[config.mk]
export PLATFORM = sky130hd
export DESIGN_NAME = cmpx_exec
export DESIGN_NICKNAME = d
export VERILOG_FILES = /design/src/verilog/cmpx_pkg.sv /design/src/verilog/cmpx_exec.sv /design/src/verilog/cmpx_regfile.sv
export SDC_FILE = /design/constraint.sdc
export NUM_CORES = 2
export LEC_CHECK = 0
export ABC_AREA = 1
export BUFFER_PORTS_ARGS = -buffer_cell sky130_fd_sc_hd__buf_2
export CAP_MARGIN = 10
export CORE_ASPECT_RATIO = 0.8
export CORE_MARGIN = 8
export CORE_UTILIZATION = 26
export DETAILED_ROUTE_END_ITERATION = 8
export PLACE_DENSITY = 0.4
export SLEW_MARGIN = 40
export SYNTH_ARGS = -nofsm -noshare
export SYNTH_HDL_FRONTEND = slang
export SYNTH_SLANG_ARGS = --single-unit
export TNS_END_PERCENT = 100
[constraint.sdc]
create_clock -name core_clk -period 6.6 [get_ports core_clk]
set_input_delay 0.66 -clock core_clk [delete_from_list [all_inputs] [get_ports core_clk]]
set_output_delay 0.66 -clock core_clk [all_outputs]
set_load 0.01 [all_outputs]
[src/verilog/cmpx_pkg.sv]
// Register map, field layout, opcodes and types of the compare unit.
package cmpx_pkg;
   // Register byte offsets on the Wishbone slave.
   localparam logic [7:0] ADR_CTRL = 8'h00;
   localparam logic [7:0] ADR_STATUS = 8'h04;
   localparam logic [7:0] ADR_MEMOP = 8'h08;
   localparam logic [7:0] ADR_IWORD0 = 8'h0C;
   localparam logic [7:0] ADR_GPR0 = 8'h40;
   localparam int IWORD_NUM = 6;
   localparam int GPR_NUM = 16;
   // Control register fields and reset values.
   localparam int CTRL_START = 0;
   localparam int CTRL_MODE_LSB = 1;
   localparam int CTRL_EXT_LSB = 4;
   localparam logic [1:0] CTRL_MODE_RST = 2'h0;
   localparam logic [1:0] CTRL_EXT_RST = 2'h1;
   localparam logic [1:0] MODE_COMPACT = 2'h0;
   // Status register fields.
   localparam int STAT_BUSY = 0;
   localparam int STAT_DONE = 1;
   localparam int STAT_ILLEGAL = 2;
   localparam int STAT_C = 4;
   localparam int STAT_Z = 5;
   localparam int STAT_S = 6;
   localparam int STAT_V = 7;
   localparam int STAT_CPD = 8;
   // Opcode patterns, upper seven or eight bits or low nibble of the opcode word.
   localparam logic [6:0] OPC_CP_REG = 7'h45;
   localparam logic [6:0] OPC_CP_IR = 7'h05;
   localparam logic [6:0] OPC_CP_EAM = 7'h25;
   localparam logic [6:0] OPC_CPD = 7'h5D;
   localparam logic [7:0] OPC_CPL_REG = 8'h90;
   localparam logic [7:0] OPC_CPL_IR = 8'h10;
   localparam logic [7:0] OPC_CPL_EAM = 8'h50;
   localparam logic [7:0] OPC_CP_IM = 8'h0B;
   localparam logic [7:0] OPC_CPB_IM = 8'h0A;
   localparam logic [7:0] OPC_CPI_W = 8'h0D;
   localparam logic [7:0] OPC_CPI_B = 8'h0C;
   localparam logic [7:0] OPC_CPI_EAM_W = 8'h4D;
   localparam logic [7:0] OPC_CPI_EAM_B = 8'h4C;
   localparam logic [7:0] OPC_COMPARE_DECREMENT_LONG = 8'hB9;
   localparam logic [3:0] NIB_CPD = 4'h8;
   localparam logic [3:0] NIB_IMM_WORD = 4'h1;
   localparam logic [3:0] NIB_IMM_LONG = 4'h3;
   // Pointer and counter steps.
   localparam logic [31:0] STEP_BYTE = 32'h00000001;
   localparam logic [31:0] STEP_WORD = 32'h00000002;
   localparam logic [31:0] STEP_LONG = 32'h00000004;
   localparam logic [15:0] COUNT_STEP = 16'h0001;
   typedef enum logic [1:0] {
      SZ_BYTE = 2'b00, SZ_WORD = 2'b01, SZ_LONG = 2'b10
   } cmpx_size_t;
   typedef enum logic [1:0] {
      SRC_REG = 2'b00, SRC_IMM = 2'b01, SRC_MEM = 2'b10
   } cmpx_src_t;
   typedef enum logic [2:0] {
      S_IDLE = 3'b000, S_DECODE = 3'b001, S_RDA = 3'b010, S_RDB = 3'b011,
      S_RDC = 3'b100, S_EXEC = 3'b101, S_WPTR = 3'b110, S_WCNT = 3'b111
   } cmpx_state_t;
   // Codes 8 to 15 are the complements of codes 0 to 7.
   typedef enum logic [2:0] {
      CC_F = 3'b000, CC_LT = 3'b001, CC_LE = 3'b010, CC_ULE = 3'b011,
      CC_OV = 3'b100, CC_MI = 3'b101, CC_EQ = 3'b110, CC_ULT = 3'b111
   } cmpx_cond_t;
endpackage : cmpx_pkg

[src/verilog/cmpx_exec.sv]
// Compare instruction decoder and executor with a Wishbone register slave.
module cmpx_exec
   import cmpx_pkg::*;
(
   input wire logic core_clk, // Core clock, 125 MHz.
   input wire logic nrst, // Synchronous reset, active low.
   input wire logic wb_cyc_i, // Wishbone cycle.
   input wire logic wb_stb_i, // Wishbone strobe.
   input wire logic wb_we_i, // Wishbone write enable.
   input wire logic [7:0] wb_adr_i, // Wishbone byte address.
   input wire logic [3:0] wb_sel_i, // Wishbone byte selects.
   input wire logic [31:0] wb_dat_i, // Wishbone write data.
   output logic [31:0] wb_dat_o, // Wishbone read data.
   output logic wb_ack_o, // Wishbone acknowledge.
   output logic busy, // Instruction in progress.
   output logic flag_c, // Carry flag.
   output logic flag_z, // Zero flag.
   output logic flag_s, // Sign flag.
   output logic flag_v // Overflow flag.
);
   logic ack_ff;
   logic gpr_rd_ff;
   logic [31:0] dat_ff;
   logic [1:0] mode_ff;
   logic [1:0] ext_ff;
   logic [31:0] memop_ff;
   logic [15:0] iword_ff [IWORD_NUM];
   cmpx_state_t state_ff;
   logic done_ff, illegal_ff, cpd_ff;
   logic c_ff, z_ff, s_ff, v_ff;
   cmpx_size_t size_ff;
   cmpx_src_t src_ff;
   logic dst_reg_ff;
   logic [3:0] ra_ff, rb_ff, rc_ff, cc_ff;
   logic [2:0] idx_ff;
   logic [31:0] opa_ff, opb_ff, cnt_ff;
   logic [31:0] mem_rdata, mem_wdata;
   logic [3:0] mem_lane;
   logic [3:0] mem_addr;

   // Keeps bytes whose select is low, takes the new ones otherwise.
   function automatic logic [31:0] merge(input logic [31:0] old_v,
      input logic [31:0] new_v, input logic [3:0] sel);
      logic [31:0] res;
      res = old_v;
      for (int i = 0; i < 4; i++) begin
         if (sel[i]) begin
            res[i*8 +: 8] = new_v[i*8 +: 8];
         end
      end
      return res;
   endfunction : merge

   // Zero-extends the operand to its size.
   function automatic logic [31:0] size_mask(input logic [31:0] v,
      input cmpx_size_t sz);
      case (sz)
         SZ_BYTE: size_mask = {24'h000000, v[7:0]};
         SZ_WORD: size_mask = {16'h0000, v[15:0]};
         default: size_mask = v;
      endcase
   endfunction : size_mask

   // Most significant bit at the operand size.
   function automatic logic msb_of(input logic [31:0] v,
      input cmpx_size_t sz);
      case (sz)
         SZ_BYTE: msb_of = v[7];
         SZ_WORD: msb_of = v[15];
         default: msb_of = v[31];
      endcase
   endfunction : msb_of

   // Evaluates a condition code; the top code bit inverts the test.
   function automatic logic cond_true(input logic [3:0] cc, input logic c,
      input logic z, input logic s, input logic v);
      logic base;
      case (cmpx_cond_t'(cc[2:0]))
         CC_F: base = 1'b0;
         CC_LT: base = s ^ v;
         CC_LE: base = z | (s ^ v);
         CC_ULE: base = c | z;
         CC_OV: base = v;
         CC_MI: base = s;
         CC_EQ: base = z;
         default: base = c;
      endcase
      return base ^ cc[3];
   endfunction : cond_true

   // Bus decode; writes take effect at the edge that sees ack high.
   logic bus_req, bus_wr, bus_take, hit_gpr, hit_iw;
   logic [2:0] iw_sel;
   logic start;
   assign bus_req = wb_cyc_i & wb_stb_i;
   assign bus_wr = bus_req & wb_we_i & ack_ff;
   assign bus_take = bus_req & ~ack_ff;
   assign hit_gpr = (wb_adr_i[7:6] == ADR_GPR0[7:6]);
   assign iw_sel = 3'((wb_adr_i[7:2] - ADR_IWORD0[7:2]));
   assign hit_iw = (wb_adr_i >= ADR_IWORD0) &&
      (wb_adr_i < ADR_IWORD0 + 8'(IWORD_NUM * 4));
   assign busy = (state_ff != S_IDLE);
   assign start = bus_wr && !busy && wb_adr_i[7:2] == ADR_CTRL[7:2] &&
      wb_sel_i[0] && wb_dat_i[CTRL_START];

   // Acknowledge one cycle after the request, dropped the cycle after.
   always_ff @(posedge core_clk) begin
      if (!nrst) begin
         ack_ff <= 1'b0;
      end else begin
         ack_ff <= bus_take;
      end
   end
   assign wb_ack_o = ack_ff;

   // Read data is sampled when the request is taken.
   always_ff @(posedge core_clk) begin
      if (!nrst) begin
         dat_ff <= 32'h00000000;
         gpr_rd_ff <= 1'b0;
      end else if (bus_take) begin
         gpr_rd_ff <= hit_gpr & ~busy;
         dat_ff <= 32'h00000000;
         if (hit_iw) begin
            dat_ff <= {16'h0000, iword_ff[iw_sel]};
         end else if (wb_adr_i[7:2] == ADR_CTRL[7:2]) begin
            dat_ff <= {26'h0, ext_ff, 1'b0, mode_ff, 1'b0};
         end else if (wb_adr_i[7:2] == ADR_MEMOP[7:2]) begin
            dat_ff <= memop_ff;
         end else if (wb_adr_i[7:2] == ADR_STATUS[7:2]) begin
            dat_ff[STAT_BUSY] <= busy;
            dat_ff[STAT_DONE] <= done_ff;
            dat_ff[STAT_ILLEGAL] <= illegal_ff;
            dat_ff[STAT_C] <= c_ff;
            dat_ff[STAT_Z] <= z_ff;
            dat_ff[STAT_S] <= s_ff;
            dat_ff[STAT_V] <= v_ff;
            dat_ff[STAT_CPD] <= cpd_ff;
         end
      end
   end
   assign wb_dat_o = gpr_rd_ff ? mem_rdata : dat_ff;

   // Software-owned registers are frozen while an instruction runs.
   always_ff @(posedge core_clk) begin
      if (!nrst) begin
         mode_ff <= CTRL_MODE_RST;
         ext_ff <= CTRL_EXT_RST;
         memop_ff <= 32'h00000000;
         for (int i = 0; i < IWORD_NUM; i++) begin
            iword_ff[i] <= 16'h0000;
         end
      end else if (bus_wr && !busy) begin
         if (wb_adr_i[7:2] == ADR_CTRL[7:2] && wb_sel_i[0]) begin
            mode_ff <= wb_dat_i[CTRL_MODE_LSB +: 2];
            ext_ff <= wb_dat_i[CTRL_EXT_LSB +: 2];
         end
         if (wb_adr_i[7:2] == ADR_MEMOP[7:2]) begin
            memop_ff <= merge(memop_ff, wb_dat_i, wb_sel_i);
         end
         if (hit_iw) begin
            iword_ff[iw_sel] <= 16'(merge({16'h0000, iword_ff[iw_sel]},
               wb_dat_i, wb_sel_i));
         end
      end
   end

   // Opcode decode of the first two instruction words.
   logic d_ok, d_dst_reg, d_cpd;
   cmpx_size_t d_size;
   cmpx_src_t d_src;
   logic [3:0] d_ra, d_rb, d_rc;
   logic [2:0] d_idx;
   logic [15:0] op, w2;
   always_comb begin
      op = iword_ff[0];
      w2 = iword_ff[1];
      d_ok = 1'b1;
      d_size = op[8] ? SZ_WORD : SZ_BYTE;
      d_src = SRC_MEM;
      d_dst_reg = 1'b1;
      d_cpd = 1'b0;
      d_ra = op[3:0];
      d_rb = op[7:4];
      d_rc = w2[11:8];
      d_idx = 3'd1;
      if (op[15:9] == OPC_CP_REG) begin
         d_src = SRC_REG;
      end else if (op[15:8] == OPC_CPL_REG) begin
         d_src = SRC_REG;
         d_size = SZ_LONG;
      end else if ((op[15:8] == OPC_CP_IM || op[15:8] == OPC_CPB_IM) &&
         op[7:4] == 4'h0) begin
         d_src = SRC_IMM;
      end else if (op[15:8] == OPC_CPL_IR) begin
         d_src = (op[7:4] == 4'h0) ? SRC_IMM : SRC_MEM;
         d_size = SZ_LONG;
      end else if (op[15:9] == OPC_CP_IR || op[15:9] == OPC_CP_EAM) begin
         d_src = SRC_MEM;
      end else if (op[15:8] == OPC_CPL_EAM) begin
         d_size = SZ_LONG;
      end else if ((op[15:8] == OPC_CPI_W && op[7:4] != 4'h0 &&
         (op[3:0] == NIB_IMM_WORD || op[3:0] == NIB_IMM_LONG)) ||
         (op[15:8] == OPC_CPI_B && op[7:4] != 4'h0 &&
         op[3:0] == NIB_IMM_WORD)) begin
         d_src = SRC_IMM;
         d_dst_reg = 1'b0;
         d_size = (op[3:0] == NIB_IMM_LONG) ? SZ_LONG : d_size;
      end else if ((op[15:8] == OPC_CPI_EAM_W &&
         (op[3:0] == NIB_IMM_WORD || op[3:0] == NIB_IMM_LONG)) ||
         (op[15:8] == OPC_CPI_EAM_B && op[3:0] == NIB_IMM_WORD)) begin
         d_src = SRC_IMM;
         d_dst_reg = 1'b0;
         d_size = (op[3:0] == NIB_IMM_LONG) ? SZ_LONG : d_size;
         d_idx = 3'd1 + ((ext_ff == 2'h0) ? 3'd1 : {1'b0, ext_ff});
      end else if ((op[15:9] == OPC_CPD || op[15:8] == OPC_COMPARE_DECREMENT_LONG) &&
         op[3:0] == NIB_CPD && op[7:4] != 4'h0 &&
         w2[15:12] == 4'h0) begin
         d_cpd = 1'b1;
         d_ra = w2[7:4];
         d_size = (op[15:8] == OPC_COMPARE_DECREMENT_LONG) ? SZ_LONG : d_size;
      end else begin
         d_ok = 1'b0;
      end
   end

   // Instruction sequencer.
   always_ff @(posedge core_clk) begin
      if (!nrst) begin
         state_ff <= S_IDLE;
      end else begin
         case (state_ff)
            S_IDLE: state_ff <= start ? S_DECODE : S_IDLE;
            S_DECODE: state_ff <= d_ok ? S_RDA : S_IDLE;
            S_RDA: state_ff <= S_RDB;
            S_RDB: state_ff <= S_RDC;
            S_RDC: state_ff <= S_EXEC;
            S_EXEC: state_ff <= cpd_ff ? S_WPTR : S_IDLE;
            S_WPTR: state_ff <= S_WCNT;
            default: state_ff <= S_IDLE;
         endcase
      end
   end

   // Decoded fields are held for the whole instruction.
   always_ff @(posedge core_clk) begin
      if (!nrst) begin
         size_ff <= SZ_WORD;
         src_ff <= SRC_REG;
         dst_reg_ff <= 1'b1;
         cpd_ff <= 1'b0;
         illegal_ff <= 1'b0;
         ra_ff <= 4'h0;
         rb_ff <= 4'h0;
         rc_ff <= 4'h0;
         cc_ff <= 4'h0;
         idx_ff <= 3'd1;
      end else if (state_ff == S_DECODE) begin
         size_ff <= d_size;
         src_ff <= d_src;
         dst_reg_ff <= d_dst_reg;
         cpd_ff <= d_cpd & d_ok;
         illegal_ff <= ~d_ok;
         ra_ff <= d_ra;
         rb_ff <= d_rb;
         rc_ff <= d_rc;
         cc_ff <= w2[3:0];
         idx_ff <= d_idx;
      end
   end

   // Register reads are pipelined: data arrives one state after its address.
   always_ff @(posedge core_clk) begin
      if (!nrst) begin
         opa_ff <= 32'h00000000;
         opb_ff <= 32'h00000000;
         cnt_ff <= 32'h00000000;
      end else begin
         if (state_ff == S_RDB) opa_ff <= mem_rdata;
         if (state_ff == S_RDC) opb_ff <= mem_rdata;
         if (state_ff == S_EXEC) cnt_ff <= mem_rdata;
      end
   end

   // Operand selection and subtraction.
   logic [31:0] imm, a_v, b_v, diff, step, ptr_new;
   logic [15:0] cnt_dec, cnt_old;
   logic borrow, sgn, zero, ovf;
   always_comb begin
      case (size_ff)
         SZ_BYTE: imm = {24'h000000, iword_ff[idx_ff][7:0]};
         SZ_WORD: imm = {16'h0000, iword_ff[idx_ff]};
         default: imm = {iword_ff[idx_ff], iword_ff[idx_ff + 3'd1]};
      endcase
      a_v = size_mask(dst_reg_ff ? opa_ff : memop_ff, size_ff);
      case (src_ff)
         SRC_REG: b_v = size_mask(opb_ff, size_ff);
         SRC_IMM: b_v = imm;
         default: b_v = size_mask(memop_ff, size_ff);
      endcase
      diff = size_mask(a_v - b_v, size_ff);
      borrow = (a_v < b_v);
      sgn = msb_of(diff, size_ff);
      zero = (diff == 32'h00000000);
      ovf = (msb_of(a_v, size_ff) ^ msb_of(b_v, size_ff)) &
         (sgn ^ msb_of(a_v, size_ff));
      cnt_old = (state_ff == S_EXEC) ? mem_rdata[15:0] : cnt_ff[15:0];
      cnt_dec = cnt_old - COUNT_STEP;
   end

   always_comb begin
      case (size_ff)
         SZ_BYTE: step = STEP_BYTE;
         SZ_WORD: step = STEP_WORD;
         default: step = STEP_LONG;
      endcase
      if (mode_ff == MODE_COMPACT) begin
         ptr_new = {opb_ff[31:16], opb_ff[15:0] - step[15:0]};
      end else begin
         ptr_new = opb_ff - step;
      end
   end

   // Flags change only in the execute state.
   always_ff @(posedge core_clk) begin
      if (!nrst) begin
         c_ff <= 1'b0;
         z_ff <= 1'b0;
         s_ff <= 1'b0;
         v_ff <= 1'b0;
      end else if (state_ff == S_EXEC) begin
         c_ff <= borrow;
         s_ff <= sgn;
         z_ff <= cpd_ff ? cond_true(cc_ff, borrow, zero, sgn, ovf) : zero;
         v_ff <= cpd_ff ? (cnt_dec == 16'h0000) : ovf;
      end
   end
   assign flag_c = c_ff;
   assign flag_z = z_ff;
   assign flag_s = s_ff;
   assign flag_v = v_ff;

   // Done rises when the sequencer returns to idle; a new start clears it.
   always_ff @(posedge core_clk) begin
      if (!nrst) begin
         done_ff <= 1'b0;
      end else if ((state_ff == S_DECODE && !d_ok) || state_ff == S_WCNT ||
         (state_ff == S_EXEC && !cpd_ff)) begin
         done_ff <= 1'b1;
      end else if (start) begin
         done_ff <= 1'b0;
      end
   end

   // while busy, only pointer and counter are written
   always_comb begin
      mem_addr = wb_adr_i[5:2];
      mem_lane = (bus_wr && hit_gpr) ? wb_sel_i : 4'h0;
      mem_wdata = wb_dat_i;
      if (busy) begin
         mem_lane = 4'h0;
         case (state_ff)
            S_RDB: mem_addr = rb_ff;
            S_RDC: mem_addr = rc_ff;
            S_WPTR: begin
               mem_addr = rb_ff;
               mem_lane = 4'hF;
               mem_wdata = ptr_new;
            end
            S_WCNT: begin
               mem_addr = rc_ff;
               mem_lane = 4'hF;
               mem_wdata = {cnt_ff[31:16], cnt_dec};
            end
            default: mem_addr = ra_ff;
         endcase
      end
   end

   // General registers, shared between the bus and the sequencer.
   cmpx_regfile #(
      .DEPTH(GPR_NUM),
      .AW(4),
      .LANES(4)
   ) u_regs (
      .core_clk(core_clk),
      .nrst(nrst),
      .addr(mem_addr),
      .wr_lane(mem_lane),
      .wdata(mem_wdata),
      .rdata(mem_rdata)
   );
endmodule : cmpx_exec

[src/verilog/cmpx_regfile.sv]
// General register file with byte-lane writes and a registered read port.
module cmpx_regfile #(
   parameter int DEPTH = 16,
   parameter int AW = 4,
   parameter int LANES = 4
) (
   input wire logic core_clk, // Core clock.
   input wire logic nrst, // Synchronous reset, active low.
   input wire logic [AW-1:0] addr, // Shared read and write address.
   input wire logic [LANES-1:0] wr_lane, // Byte-lane write enables.
   input wire logic [LANES*8-1:0] wdata, // Write data.
   output logic [LANES*8-1:0] rdata // Read data, one cycle late.
);
   genvar gi;
   // One narrow array per lane keeps each array under a single driver.
   generate
      for (gi = 0; gi < LANES; gi++) begin : g_lane
         logic [7:0] lane_mem [DEPTH];
         logic [7:0] q_ff;
         always_ff @(posedge core_clk) begin
            if (wr_lane[gi]) begin
               lane_mem[addr] <= wdata[gi*8 +: 8];
            end
         end
         // Read returns the old contents when written in the same cycle.
         always_ff @(posedge core_clk) begin
            if (!nrst) begin
               q_ff <= 8'h00;
            end else begin
               q_ff <= lane_mem[addr];
            end
         end
         // Each lane drives only its own slice of the read port.
         assign rdata[gi*8 +: 8] = q_ff;
      end
   endgenerate
endmodule : cmpx_regfile
==> reports/qor.yml <==
powerDensity_nw_per_um2: 256
tightest_slew_ps: 1010
htreeDepth: 3
cts.repair.resized: 0
place.gp.congestion: 0.892
synthTopCellsByArea: "edfxtp_1 46%, dfxtp_1 11%, nand2_1 8.0%"
total_power_mw: 12.3
viasPerCell: 4.95
dieArea_sq_um: 173000
clock_skew_ps: 46.7
slowest_stage: "o311ai_1"
setup_viol_count_final: 0
start_kind: "flop"
fmax_ghz: 0.197
fp.dieW_um: 463
period_needed_ps: 5080
cts_made_buffers: 99
cts_tree: "yes"
crit_fanout: 45
place_hpwl_um: 114000
cp.arrival_ps: 5750
cts_setup_buffers: 0
maxSlewHeadroom: 0.323
stdcell_count: 6776
final_net_count: 4655
ys_seq_elements: 875
cts_root_buf: "clkbuf_16"
leakage_nw: 17.7
rsz0062_at_grt: "no"
grt_pass1_vias: 31797
wl_um: 163000
synth_warnings: 0
row_count: 131
worst_ir_drop_vdd_mv: 0.239
drt_iter0_drc: 3030
ant_nets: 0
critPathRequiredTime_ps: 7270
vias: 33557
cts_buffer_depth: 3
die_y_um: 374
synth_top_area_frac: 0.462
syn-num-nets: 4611
synth_top_flop_cell: "edfxtp_1"
core_sq_um: 159000
port_buffers: 84
synthCells: 4518
synth_edf_count: 640
cp_slowest_stage_delay_ps: 720
yosys.area.top_type: "edfxtp_1"
antenna_found_initial: 8
critPathKind: "flop to flop"
crit_top_cell: "nand2_1"
yosysMostFrequentCell: "nand2_1"
areaGrowthSynthToFinish_pct: 15.6
postSynth.asyncResetShare: 0
num_io_pins: 87
grt_usage: 0.181
grt_max_degree: 96
worstSkewPairLatency_ps: 740
dp_cells: 6588
routedWlPerCell_um: 24.0
start_util: 0.261
ctsHoldBuffers: 0
hold_path_class: "input port to flop"
hold_ws_ps: 241
synth_common_cells: "887 x nand2_1, 640 x edfxtp_1, 465 x o21ai_0"
maxSlewViolCount: 0
status: "completed"
grt_pass1_wl_um: 235000
hold_viol: 0
syn_area_sq_um: 41600
clk_pin_slew_ps: 80
synth.distinct_cells: 60
clock-sinks: 875
grt_overflow: 0
drt_pass1_iterations: 5
setup_tns_ps: 0
avgSynthCellArea_sq_um: 9.21
drive_above_1_share: 0.104
drv_cap: 0
synth_seq_area_share: 0.575
end_kind: "flop"
drc: 0
fin_crit_sh: 0.769
## logic make-up after synthesis
logic type | synth area share
AOI/OAI and AO/OA | 0.179
adders and majority gates | 0.0136
buffers and inverters | 0.0636
muxes | 0.00538
and+or+nand+nor | 0.158
xor gates and xnor gates | 0.00502
DFF | 0.575
## flip-flops by register name, indices dropped and copies added, names as in the netlist, 32 cells and up, named ones only
register                cells
cnt_ff                     32
dat_ff                     32
iword_ff                  128
memop_ff                   32
opa_ff                     32
opb_ff                     32
u_regs.g_lane.lane_mem    512
u_regs.g_lane.q_ff         32
## critical path, delay by kind of cell (launching register included)
| kind | cells | cell delay (ps) |
|---|---|---|
| and+or+nand+nor | 16 | 1580 |
| AOI/OAI and AO/OA | 7 | 1570 |
| adders and majority gates | 2 | 770 |
| buffers and inverters | 3 | 740 |
| DFF | 1 | 320 |
## layout by cell type, fill, tap and decap left out, types with 9 or more instances in the layout
| cell | count |
|---|---|
| nand3b_1 | 9 |
| inv_2 | 16 |
| a41oi_1 | 19 |
| o21a_1 | 15 |
| clkinv_1 | 19 |
| dfxtp_1 | 230 |
| a22oi_1 | 258 |
| nor2_1 | 402 |
| clkbuf_1 | 21 |
| nand2_1 | 885 |
| ha_1 | 42 |
| edfxtp_1 | 640 |
| a31oi_1 | 21 |
| clkbuf_16 | 100 |
| o221ai_1 | 29 |
| a21oi_1 | 356 |
| xor2_1 | 14 |
| clkinv_2 | 21 |
| buf_4 | 111 |
| nand3_1 | 176 |
| mux2_2 | 16 |
| buf_2 | 82 |
| o211ai_1 | 34 |
| nand4_1 | 29 |
| inv_1 | 396 |
| clkbuf_8 | 10 |
| o21ai_2 | 9 |
| o31ai_1 | 11 |
| nor2_2 | 47 |
| nor3_1 | 27 |
| o21ai_0 | 462 |
## layout make-up
| type | instances | area (sq um) |
|---|---|---|
| fill | 16672 | 111000 |
| sequential | 875 | 23900 |
| multi-input combinational | 2967 | 15300 |
| clock buffer | 131 | 2720 |
| tap | 2128 | 2660 |
| inverter | 422 | 1590 |
| timing repair buffer | 197 | 1320 |
| clock inverter | 53 | 569 |
| antenna | 3 | 7.51 |
## power by group
| group | switching, mW | internal (mW) |
|---|---|---|
| Combinational | 0.517 | 0.172 |
| Clock | 2.43 | 3.20 |
| Sequential | 0.0701 | 5.92 |
## path summary, 6_finish.rpt
check / from / end / slack, ps / depth (start not counted)
worst max-delay path: idx_ff[0]$_SDFFE_PN1N_ / flag_z$_SDFFE_PN0P_ / 1520 / 28
worst min-delay path: wb_dat_i[25] / memop_ff[25]$_SDFFE_PN0P_ / 240 / 3
worst max register to register: idx_ff[0]$_SDFFE_PN1N_ / flag_z$_SDFFE_PN0P_ / 1520 / 28
worst min register to register: memop_ff[27]$_SDFFE_PN0P_ / dat_ff[27]$_SDFFE_PN0P_ / 430 / 2
## per-layer routing
| layer | vias to the layer above | wire [um] | GRT usage |
|---|---|---|---|
| li1 | 15912 | - | - |
| met1 | 16427 | 79800 | 0.271 |
| met2 | 1004 | 69200 | 0.270 |
| met3 | 214 | 8380 | 0.0233 |
| met4 | 0 | 5450 | 0.0547 |
| met5 | - | 0 | 0 |
## stage by stage
step           area, sq um   util  setup slack [ps]
4_1_cts              48000  0.302              1550
3_3_place_gp         44600  0.280              1220
5_1_grt              48100  0.302              1130
6_report             48100  0.302              1520
3_5_place_dp         44700  0.281              1550
2_1_floorplan        41600      -              2310
Note: power is estimated with default switching activity, not from simulation.
